<file path="src/lcc_pkg.sv">
// Package: shared constants and carrier types for the logic cluster control
package lcc_pkg;
  localparam int LCC_CELLS = 10;
  localparam int LCC_ROW_CLKS = 8;
  localparam int LCC_LOCAL_W = 16;
  localparam int LCC_REACH = 30;
  localparam int LCC_CTRL_MAX = 10;
  localparam int LCC_SEL_W = 3;
  localparam logic LCC_CLEAR_VAL = 1'h0;
  localparam logic LCC_PRESET_VAL = 1'h1;
  localparam logic LCC_SUB_CIN = 1'h1;

  // Per-cell configuration
  typedef struct packed {
    logic [15:0] lutMask;
    logic useChainIn;
    logic regChainIn;
    logic clkSel;
    logic clrSel;
    logic bypassReg;
    logic arith;
  } lcc_cell_cfg_t;

  // Cluster-wide control selection
  typedef struct packed {
    logic [LCC_SEL_W-1:0] clkSrcA;
    logic [LCC_SEL_W-1:0] clkSrcB;
    logic invertB;
    logic [3:0] enaIdx;
    logic [3:0] clrAIdx;
    logic [3:0] clrBIdx;
    logic [3:0] aloadIdx;
    logic [3:0] sclrIdx;
    logic [3:0] sloadIdx;
    logic [3:0] addSubIdx;
  } lcc_ctrl_cfg_t;

  // Derived cluster-wide controls
  typedef struct packed {
    logic clockA;
    logic clockB;
    logic gateA;
    logic gateB;
    logic clearA;
    logic clearB;
    logic asyncLoad;
    logic syncClear;
    logic syncLoad;
    logic addSub;
  } lcc_ctrl_t;
endpackage : lcc_pkg

</file>
<file path="src/lcc_logic_cluster.sv">
// Logic cluster: control generator, ten cells, chains and local routing
`timescale 1ns/100ps
// Overview of operation
// - Cluster holds ten logic cells with carry, lookup, register chains.
// - Lookup output of each cell feeds the next cell directly.
// - Registered output of each cell can shift into next register.
// - Local routing links cells; each reaches thirty other cells.
// - Local routing takes row/column, own outputs, left/right neighbours.
// - Generator gives two clocks, enables, clears, and four more controls.
// - Each cluster clock is always paired with its own enable.
// - Using both edges of one clock occupies both cluster clocks.
// - Low enable stops its clock; its registers take no synchronous update.
// - Async load with data high presets registers to one.
// - Sync clear and load work for any register at the edge.
// - Add/subtract select switches each cell dynamically.
// - Controls derive from eight row clocks and local routing.
// - Subtract inverts second operand and forces first carry-in to one.
// - Sync clear and load hit each cluster register at its own clock's tick.
module lcc_logic_cluster
  import lcc_pkg::*;
#(
  parameter int CELLS = LCC_CELLS,
  parameter int ROWS = LCC_ROW_CLKS,
  parameter int LOCALW = LCC_LOCAL_W
) (
  // Clock and reset
  input wire logic mclk,
  input wire logic rst_b,
  // Row clocks and routing inputs from the fabric
  input wire logic [ROWS-1:0] rowClk,
  input wire logic [LOCALW-1:0] rowColIn,
  input wire logic [CELLS-1:0] leftLink,
  input wire logic [CELLS-1:0] rightLink,
  // Configuration
  input wire lcc_ctrl_cfg_t ctrlCfg,
  input wire lcc_cell_cfg_t [CELLS-1:0] cellCfg,
  input wire logic [CELLS-1:0][1:0] opSel,
  // Cluster carry
  input wire logic carryIn,
  output logic carryOut,
  // Cell and control outputs
  output logic [CELLS-1:0] cellOut,
  output logic [CELLS-1:0] regOut,
  output logic [CELLS-1:0] leftLinkOut,
  output logic [CELLS-1:0] rightLinkOut,
  output lcc_ctrl_t ctrlOut
);
  localparam int SRCW = LOCALW + 2 * CELLS + CELLS;

  // ------------------------------------------------------------
  // Input synchronisers
  // ------------------------------------------------------------
  // Row clocks and routing arrive from outside mclk's domain
  logic [ROWS-1:0] rowS1_r, rowS2_r;
  logic [LOCALW-1:0] rcS1_r, rcS2_r;
  logic [CELLS-1:0] lS1_r, lS2_r, rS1_r, rS2_r;
  always_ff @(posedge mclk or negedge rst_b) begin
    if (!rst_b) begin
      rowS1_r <= '0;
      rowS2_r <= '0;
      rcS1_r <= '0;
      rcS2_r <= '0;
      lS1_r <= '0;
      lS2_r <= '0;
      rS1_r <= '0;
      rS2_r <= '0;
    end else begin
      rowS1_r <= rowClk;
      rowS2_r <= rowS1_r;
      rcS1_r <= rowColIn;
      rcS2_r <= rcS1_r;
      lS1_r <= leftLink;
      lS2_r <= lS1_r;
      rS1_r <= rightLink;
      rS2_r <= rS1_r;
    end
  end

  // ------------------------------------------------------------
  // Local routing
  // ------------------------------------------------------------
  // Own outputs, row/column and both neighbours share one pool
  logic [CELLS-1:0] lutOut;
  logic [CELLS-1:0] q_r;
  wire [SRCW-1:0] localPool = {q_r, lS2_r, rS2_r, rcS2_r};
  wire [LOCALW-1:0] ctrlPool = rcS2_r;

  // ------------------------------------------------------------
  // Control generator
  // ------------------------------------------------------------
  // Clocks come from the row clocks, the rest from routing
  lcc_ctrl_t ctrl;
  wire rowA = rowS2_r[ctrlCfg.clkSrcA];
  wire rowB = rowS2_r[ctrlCfg.clkSrcB];
  wire enaA = ctrlPool[ctrlCfg.enaIdx];
  // Clock B on the same row but opposite sense gives the falling edge
  wire dualEdge = (ctrlCfg.clkSrcA == ctrlCfg.clkSrcB) && ctrlCfg.invertB;
  assign ctrl.clockA = rowA;
  assign ctrl.clockB = ctrlCfg.invertB ? ~rowB : rowB;
  assign ctrl.gateA = enaA;
  assign ctrl.gateB = ctrlPool[ctrlCfg.enaIdx + 4'h1];
  assign ctrl.clearA = ctrlPool[ctrlCfg.clrAIdx];
  assign ctrl.clearB = ctrlPool[ctrlCfg.clrBIdx];
  assign ctrl.asyncLoad = ctrlPool[ctrlCfg.aloadIdx];
  assign ctrl.syncClear = ctrlPool[ctrlCfg.sclrIdx];
  assign ctrl.syncLoad = ctrlPool[ctrlCfg.sloadIdx];
  assign ctrl.addSub = ctrlPool[ctrlCfg.addSubIdx];

  // Edge detect on sampled clocks; stage two is past the synchroniser
  logic clkAPrev_r, clkBPrev_r;
  always_ff @(posedge mclk or negedge rst_b) begin
    if (!rst_b) begin
      clkAPrev_r <= 1'h0;
      clkBPrev_r <= 1'h0;
    end else begin
      clkAPrev_r <= ctrl.clockA;
      clkBPrev_r <= ctrl.clockB;
    end
  end
  // An enable gates only its own clock
  wire tickA = ctrl.clockA & ~clkAPrev_r & ctrl.gateA;
  wire tickB = ctrl.clockB & ~clkBPrev_r & ctrl.gateB;

  // ------------------------------------------------------------
  // Cells: lookup chain, carry chain, register chain
  // ------------------------------------------------------------
  logic [CELLS:0] carry;
  // Subtract forces the first carry to one
  assign carry[0] = ctrl.addSub ? LCC_SUB_CIN : carryIn;
  logic [CELLS-1:0] dIn;
  logic [CELLS-1:0] tick;
  logic [CELLS-1:0] aclr;

  for (genvar i = 0; i < CELLS; i++) begin : gCell
    wire chainIn = (i == 0) ? 1'h0 : lutOut[(i == 0) ? 0 : i-1];
    wire regPrev = (i == 0) ? 1'h0 : q_r[(i == 0) ? 0 : i-1];
    // Operand A may come from the left neighbour's link of the same cell
    wire a = localPool[opSel[i][0] ? i + LOCALW + CELLS : i];
    wire bRaw = localPool[opSel[i][1] ? (i + CELLS) % SRCW : i + 1];
    // Lookup chain replaces one operand with the previous result
    wire d0 = cellCfg[i].useChainIn ? chainIn : a;
    wire b = ctrl.addSub ? ~bRaw : bRaw;
    wire [3:0] lutIdx = {carry[i], b, bRaw, d0};
    wire lutV = cellCfg[i].lutMask[lutIdx];
    wire sumV = d0 ^ b ^ carry[i];
    assign carry[i+1] = (d0 & b) | (d0 & carry[i]) | (b & carry[i]);
    assign lutOut[i] = cellCfg[i].arith ? sumV : lutV;
    // Register chain enables shift-register use
    assign dIn[i] = cellCfg[i].regChainIn ? regPrev : lutOut[i];
    assign tick[i] = cellCfg[i].clkSel ? tickB : tickA;
    assign aclr[i] = cellCfg[i].clrSel ? ctrl.clearB : ctrl.clearA;
    assign cellOut[i] = cellCfg[i].bypassReg ? lutOut[i] : q_r[i];
  end
  assign carryOut = carry[CELLS];

  // Async preset loads the data3 level; clear dominates
  wire aloadData = rcS2_r[LOCALW-1];

  // Register next value: sync clear beats sync load
  logic [CELLS-1:0] q_nxt;
  always_comb begin
    q_nxt = q_r;
    for (int j = 0; j < CELLS; j++) begin
      if (tick[j]) begin
        if (ctrl.syncClear) begin
          q_nxt[j] = LCC_CLEAR_VAL;
        end else if (ctrl.syncLoad) begin
          q_nxt[j] = localPool[j];
        end else begin
          q_nxt[j] = dIn[j];
        end
      end
      if (ctrl.asyncLoad) begin
        q_nxt[j] = aloadData ? LCC_PRESET_VAL : LCC_CLEAR_VAL;
      end
      if (aclr[j]) begin
        q_nxt[j] = LCC_CLEAR_VAL;
      end
    end
  end

  always_ff @(posedge mclk or negedge rst_b) begin
    if (!rst_b) begin
      q_r <= '0;
    end else begin
      q_r <= q_nxt;
    end
  end

  // ------------------------------------------------------------
  // Outputs
  // ------------------------------------------------------------
  lcc_ctrl_t ctrl_r;
  logic [CELLS-1:0] lOut_r, rOut_r;
  always_ff @(posedge mclk or negedge rst_b) begin
    if (!rst_b) begin
      ctrl_r <= '0;
      lOut_r <= '0;
      rOut_r <= '0;
    end else begin
      ctrl_r <= ctrl;
      lOut_r <= cellOut;
      rOut_r <= lutOut;
    end
  end
  assign regOut = q_r;
  assign leftLinkOut = lOut_r;
  assign rightLinkOut = rOut_r;
  assign ctrlOut = ctrl_r;
endmodule : lcc_logic_cluster

</file>
<file path="config.mk">
export PLATFORM = sky130hd
export DESIGN_NAME = lcc_logic_cluster
export DESIGN_NICKNAME = d
export VERILOG_FILES = /design/src/lcc_pkg.sv /design/src/lcc_logic_cluster.sv
export SDC_FILE = /design/constraint.sdc
export NUM_CORES = 1
export LEC_CHECK = 0
export ABC_AREA = 1
export BUFFER_PORTS_ARGS = -buffer_cell sky130_fd_sc_hd__buf_2
export CORE_MARGIN = 4
export CORE_UTILIZATION = 30
export DETAILED_ROUTE_END_ITERATION = 10
export GPL_TIMING_DRIVEN = 0
export PLACE_DENSITY = 0.65
export SLEW_MARGIN = 15
export SYNTH_ARGS = -nofsm -noshare
export SYNTH_HDL_FRONTEND = slang
export SYNTH_SLANG_ARGS = --single-unit
</file>
<file path="constraint.sdc">
create_clock -name mclk -period 24.9 [get_ports mclk]
set_input_delay 1.245 -clock mclk [delete_from_list [all_inputs] [get_ports mclk]]
set_output_delay 1.245 -clock mclk [all_outputs]
set_load 0.05 [all_outputs]
</file>
Word-level counts from Yosys, hierarchy flattened
Cells that the tools add are included.
- word-level logic and storage cells: 411
- output and inout port bits: 51
- flip-flop bits (word level): 128
- bits of input ports: 322
- bitwise logic cells: 87
- reductions and logical operators: 10
- order comparisons: 40
- add/sub/neg operators: 1
- muxes and demuxes: 243
- operator list (operator ; count):
    $mux 1 ; 183
    $bmux 1 s6 ; 20
    $lt 4x5->1 const B ; 18
    $bmux 1 s4 ; 18
    $lt 5x7->1 const B ; 10
    $mux 5 ; 10
    $lt 4x7->1 const B ; 6
    $and 1x1->1 ; 34
    $reduce_bool 3->1 ; 10
    $lt 6x7->1 const B ; 4
    $mux 4 ; 6
    $mux 6 ; 4
    $or 1x1->1 ; 20
    $xor 1x1->1 ; 20
    $not 1->1 ; 13
    $lt 3x4->1 const B ; 2
    $bmux 1 s3 ; 2
    $add 4x1->4 const B ; 1

Logic depth before layout (Yosys ltp)
- depth after elaboration: 51
- gate-level depth with buffers: 103
- gate-level depth less buffers: 100

Worst setup path before layout
OpenSTA, ideal clock, no wires.
- path type: input -> output
- from: in ctrlCfg[0] (netlist name)
- to: out cellOut[9]
- arrival time: 10843 ps
- data required time: 23655 ps
- slack: 12812 ps
- buffers on the path: 3
- stages on the path: 63
- cells stage by stage: buf_6 inv_8 nand2_2 nand3_1 nand3_1 nand3_2 nand2_4 nand2_2 nand2_1 inv_1 ha_1 xor2_1 nand2_1 nand2_2 nand2_4 nand2_4 buf_12 fa_1 (+27 left out) nand2_4 nand2_8 nand2_4 fa_1 nand2_1 nand2_4 nand2_8 nand2_8 fa_1 nand2_1 nand2_4 nand2_8 nand2_8 inv_6 fa_1 or2_2 nand2_1 a21oi_1
- word-level cells in the longest chain between the ends: 43
- elaborated cells on any way between the ends: 118
- classes of those cells: mux (53); bitwise (65)
- RTL lines (what ; RTL line ; source):
    from (decl) ; lcc_logic_cluster.sv:35 ; input wire lcc_ctrl_cfg_t ctrlCfg,
    $bmux 1 s4 (*) ; lcc_logic_cluster.sv:107 ; assign ctrl.addSub = ctrlPool[ctrlCfg.addSubIdx];
    $mux 1 (implied by the code) (*) ; lcc_logic_cluster.sv:107 ;
    $mux 1 (on tied branches) ; lcc_logic_cluster.sv:142, lcc_logic_cluster.sv:129 ;
    $bmux 1 s4 or $xor 1x1->1 (tied branches) ; lcc_logic_cluster.sv:144, lcc_logic_cluster.sv:145 ;
    $mux 1 (implied by the code) or $xor 1x1->1 (tied branches) ; lcc_logic_cluster.sv:144, lcc_logic_cluster.sv:145 ;
    $mux 1 ; lcc_logic_cluster.sv:147 ; assign lutOut[i] = cellCfg[i].arith ? sumV : lutV;
    $mux 1 ; lcc_logic_cluster.sv:141 ; wire d0 = cellCfg[i].useChainIn ? chainIn : a;
    $bmux 1 s4 or $xor 1x1->1 (tied branches) ; lcc_logic_cluster.sv:144, lcc_logic_cluster.sv:145 ;
    (+27 left out) ; -- ;
    $bmux 1 s4 or $xor 1x1->1 (tied branches) ; lcc_logic_cluster.sv:144, lcc_logic_cluster.sv:145 ;
    $mux 1 (implied by the code) or $xor 1x1->1 (tied branches) ; lcc_logic_cluster.sv:144, lcc_logic_cluster.sv:145 ;
    $mux 1 ; lcc_logic_cluster.sv:147 ;
    $mux 1 ; lcc_logic_cluster.sv:141 ;
    $bmux 1 s4 or $xor 1x1->1 (tied branches) ; lcc_logic_cluster.sv:144, lcc_logic_cluster.sv:145 ;
    $mux 1 (implied by the code) or $xor 1x1->1 (tied branches) ; lcc_logic_cluster.sv:144, lcc_logic_cluster.sv:145 ;
    $mux 1 (*) ; lcc_logic_cluster.sv:147 ;
    $mux 1 (*) ; lcc_logic_cluster.sv:152 ; assign cellOut[i] = cellCfg[i].bypassReg ? lutOut[i] : q_r[i];
    to (decl) ; lcc_logic_cluster.sv:42 ; output logic [CELLS-1:0] cellOut,
Mark *: on every way between the ends. The rest lies on a longest branch, timed or not. The select of a mux whose other input is x is not followed.

Final worst setup path
- from: in ctrlCfg[1] (netlist name)
- to: out cellOut[9]
Same word-level chain as after synthesis.

==> impl_metrics.json <==
{
  "cp_max_fo": 10,
  "die_y_um": 173,
  "synth_edf_count": 0,
  "clk_latency_ps": 410,
  "postRouteAntennaNets": 0,
  "crit_family": "simple AND/OR/NAND/NOR gates",
  "synth_adder_area_share_pct": 2.52,
  "cts_buffers": 17,
  "post_dp_cell_area_mm2": 0.0104,
  "cts_num_sinks": 116,
  "synth_top_area_share_pct": 35.7,
  "tns_ps": 0,
  "critPathLaunch": "ctrlCfg[1]",
  "slew_headroom_pct": 36.6,
  "grtUsageTotal_pct": 20.7,
  "grt_max_degree": 62,
  "syn_to_final_growth_pct": 35.0,
  "clk_pin_slew_ps": 60,
  "wire_per_inst_um": 17.5,
  "crit_type": "input pin to primary output",
  "tightest_slew_ps": 942,
  "rrSetupSlack_ps": 13890,
  "drv_cap": 0,
  "final_hold_viol_count": 0,
  "synth.distinct_cells": 46,
  "p_leak_nw": 5.70,
  "fp.dieW_um": 173,
  "first_iter_violations": 617,
  "synth_top_cell_by_area": "dfrtp_1",
  "dp_hpwl_um": 25800,
  "post-cts-setup-buffer-count": 0,
  "netlist_instances": 1108,
  "vias": 9059,
  "initial_core_util_pct": 30.4,
  "r2r_start": "ctrlPool[7]",
  "synth_commonest_cells": "236 x nand2_1, 152 x nand3_1, 116 x dfrtp_1",
  "cts_max_path_buffers": 2,
  "cts_resized": 0,
  "routabilityCongestion": 0.911,
  "synthArstFlopShare_pct": 100,
  "synthSimpleGateAreaFrac_pct": 34.7,
  "drc": 0,
  "io_pins": 373,
  "switching_share_pct": 44.0,
  "power.internal_mw": 0.456,
  "grt_first_pass_wirelength_um": 48400,
  "yosys_warnings": 0,
  "drive_above_1_share_pct": 34.8,
  "seqPwrFrac_pct": 27.2,
  "cpMostUsedCell": "nand2_4",
  "routed_via_density": 4.91,
  "synth_compound_area_share_pct": 18.0,
  "die_area_mm2": 0.0298,
  "fin_area_mm2": 0.0110,
  "start_kind": "input pin",
  "antenna_found_initial": 5,
  "ys_seq_elements": 116,
  "drtPass1Iterations": 5,
  "ff2ff_path_depth": 66,
  "slowest_delay_ps": 510,
  "finClkSkew_ps": 7.81,
  "synthMuxAreaShare_pct": 0,
  "finalSetupViolCount": 0,
  "worst_path_max_delay_cell": "fa_1",
  "drv_slew": 0,
  "p_sw_mw": 0.359,
  "regToRegEndpoint": "regOut[9]",
  "comb_power_share_pct": 42.3,
  "p_clk_share_pct": 30.4,
  "std_cell_rows": 60,
  "postCtsHoldBufs": 0,
  "rsz0062_at_grt": "no",
  "nets": 1821,
  "core_mm2": 0.0268,
  "cts-root-buf": "clkbuf_16",
  "yosysSeqAreaShare_pct": 35.7,
  "grt-ovfl-total": 0,
  "port_buffers": 360,
  "arrival_ps": 11610,
  "min_period_over_period_pct": 51.6,
  "total_power_mw": 0.815,
  "cp.required_ps": 23650,
  "status": "finished clean",
  "syn_area_per_cell_um2": 7.35,
  "syn_nets": 1441,
  "synth_xor_area_share_pct": 0.430,
  "hold_path.class": "flip-flop to flip-flop",
  "crit_end": "cellOut[9]",
  "synth_area_mm2": 0.00814,
  "grt_pass1_vias": 8702,
  "synth_top_cells_by_area": "dfrtp_1 36%, nand2_1 11%, nand3_1 9.3%",
  "yosysMostFrequentCell": "nand2_1",
  "powerDensity_mw_per_mm2": 74.2,
  "drt_wl_total_um": 32300,
  "cts_tree": "built",
  "htreeDepth": 4,
  "cp_num_cells": 63,
  "cp_num_buf_inv": 7,
  "end_kind": "primary output",
  "synth_top_flop_cell": "dfrtp_1",
  "synth_top_family_by_area": "simple AND/OR/NAND/NOR gates",
  "fmax_mhz": 77.8,
  "peakVddDrop_uv": 38.8,
  "period_needed_ps": 12850
}
## sequential cells by signal, summed over array words and instances (netlist names)
| name | count |
|---|---|
| lS2_r | 10 |
| regOut | 10 |
| rightLinkOut | 10 |
| ctrlOut | 10 |
| rS2_r | 4 |
| rS1_r | 4 |
| lS1_r | 10 |
| rowS1_r | 8 |
| rowS2_r | 8 |
| ctrlPool | 16 |
| rcS1_r | 16 |
| leftLinkOut | 10 |
## power groups by stage
| stage | Clock, mW | Sequential (mW) | Combinational, mW |
|---|---|---|---|
| 3_5_place_dp | 0 | 0.226 | 0.346 |
| 2_1_floorplan | 0 | 0.275 | 0.188 |
| 4_1_cts | 0.254 | 0.222 | 0.347 |
| 5_1_grt | 0.264 | 0.224 | 0.379 |
| 3_3_place_gp | 0 | 0.225 | 0.343 |
| 6_report | 0.248 | 0.222 | 0.345 |
## how the worst min path moves through the flow
| stage | startpoint | endpoint | slack (ps) | cells after the start |
|---|---|---|---|---|
| 2_1_floorplan | rcS1_r[0] | ctrlPool[0] | 330 | 0 |
| 3_3_place_gp | lS1_r[0] | lS2_r[0] | 330 | 0 |
| 3_5_place_dp | rcS1_r[14] | ctrlPool[14] | 330 | 0 |
| 4_1_cts | lS1_r[1] | lS2_r[1] | 340 | 0 |
| 5_1_grt | lS1_r[1] | lS2_r[1] | 350 | 0 |
| 6_report | lS1_r[1] | lS2_r[1] | 340 | 0 |
## worst register-to-register path: cells and delay by family (launching register included)
kind,cells,cell delay (ps)
AO/OA/AOI/OAI,1,50
adder cells (fa/ha/maj),10,4390
buffers and inverters,5,630
XOR/XNOR,1,160
flip-flops,1,590
AND/OR/NAND/NOR,49,5060
## per-stage QoR
| stage | utilization [%] | hold slack (ps) | worst slack, ps | cells |
|---|---|---|---|---|
| after global routing | 41.0 | 349 | 11400 | 1844 |
| after global placement | 38.7 | 331 | 12100 | 1809 |
| after CTS | 41.0 | 342 | 11980 | 1842 |
| after detailed placement | 38.8 | 335 | 11960 | 1810 |
| final | 41.0 | 345 | 12050 | 1846 |
| after floorplan | - | 331 | 12810 | 1108 |
## area by class of cell
class	count	area, um2
Fill cell	2780	15800
Multi-Input combinational cell	833	4530
Sequential cell	116	2900
Timing Repair Buffer	361	1840
Inverter	136	549
Tap cell	341	427
Clock buffer	17	425
Buffer	23	160
Clock inverter	15	153
Antenna cell	4	10.0
## cells by family (layout without fill, tap and decap cells)
kind of cell,count (synthesis),in the layout
compound gates,256,256
xor+xnor,4,4
fa+ha+maj,11,11
buf+inv,159,552
flops,116,116
other cells,0,4
simple gates,562,562
## placed cells by master, fill, tap and decap left out, types with 7 or more instances in the layout
cell,count
a21oi_1,90
a31oi_1,8
buf_2,359
clkbuf_1,13
clkbuf_16,17
dfrtp_1,116
fa_1,9
inv_1,114
inv_2,14
inv_6,9
nand2_1,236
nand2_2,35
nand2_4,16
nand2_8,11
nand3_1,152
nand3_2,13
nor2_1,82
nor2_2,8
o211ai_1,7
o21ai_0,106
o21ai_2,8
o41ai_1,7
## routing by layer
metal / track usage [%] / vias up / wire length (um)
li1: - / 4462 / -
met1: 25.5 / 4173 / 13400
met2: 35.6 / 372 / 15600
met4: 5.52 / 6 / 790
met5: 0 / - / 39
met3: 5.95 / 46 / 2470
Power figures use the tool's default switching activity.
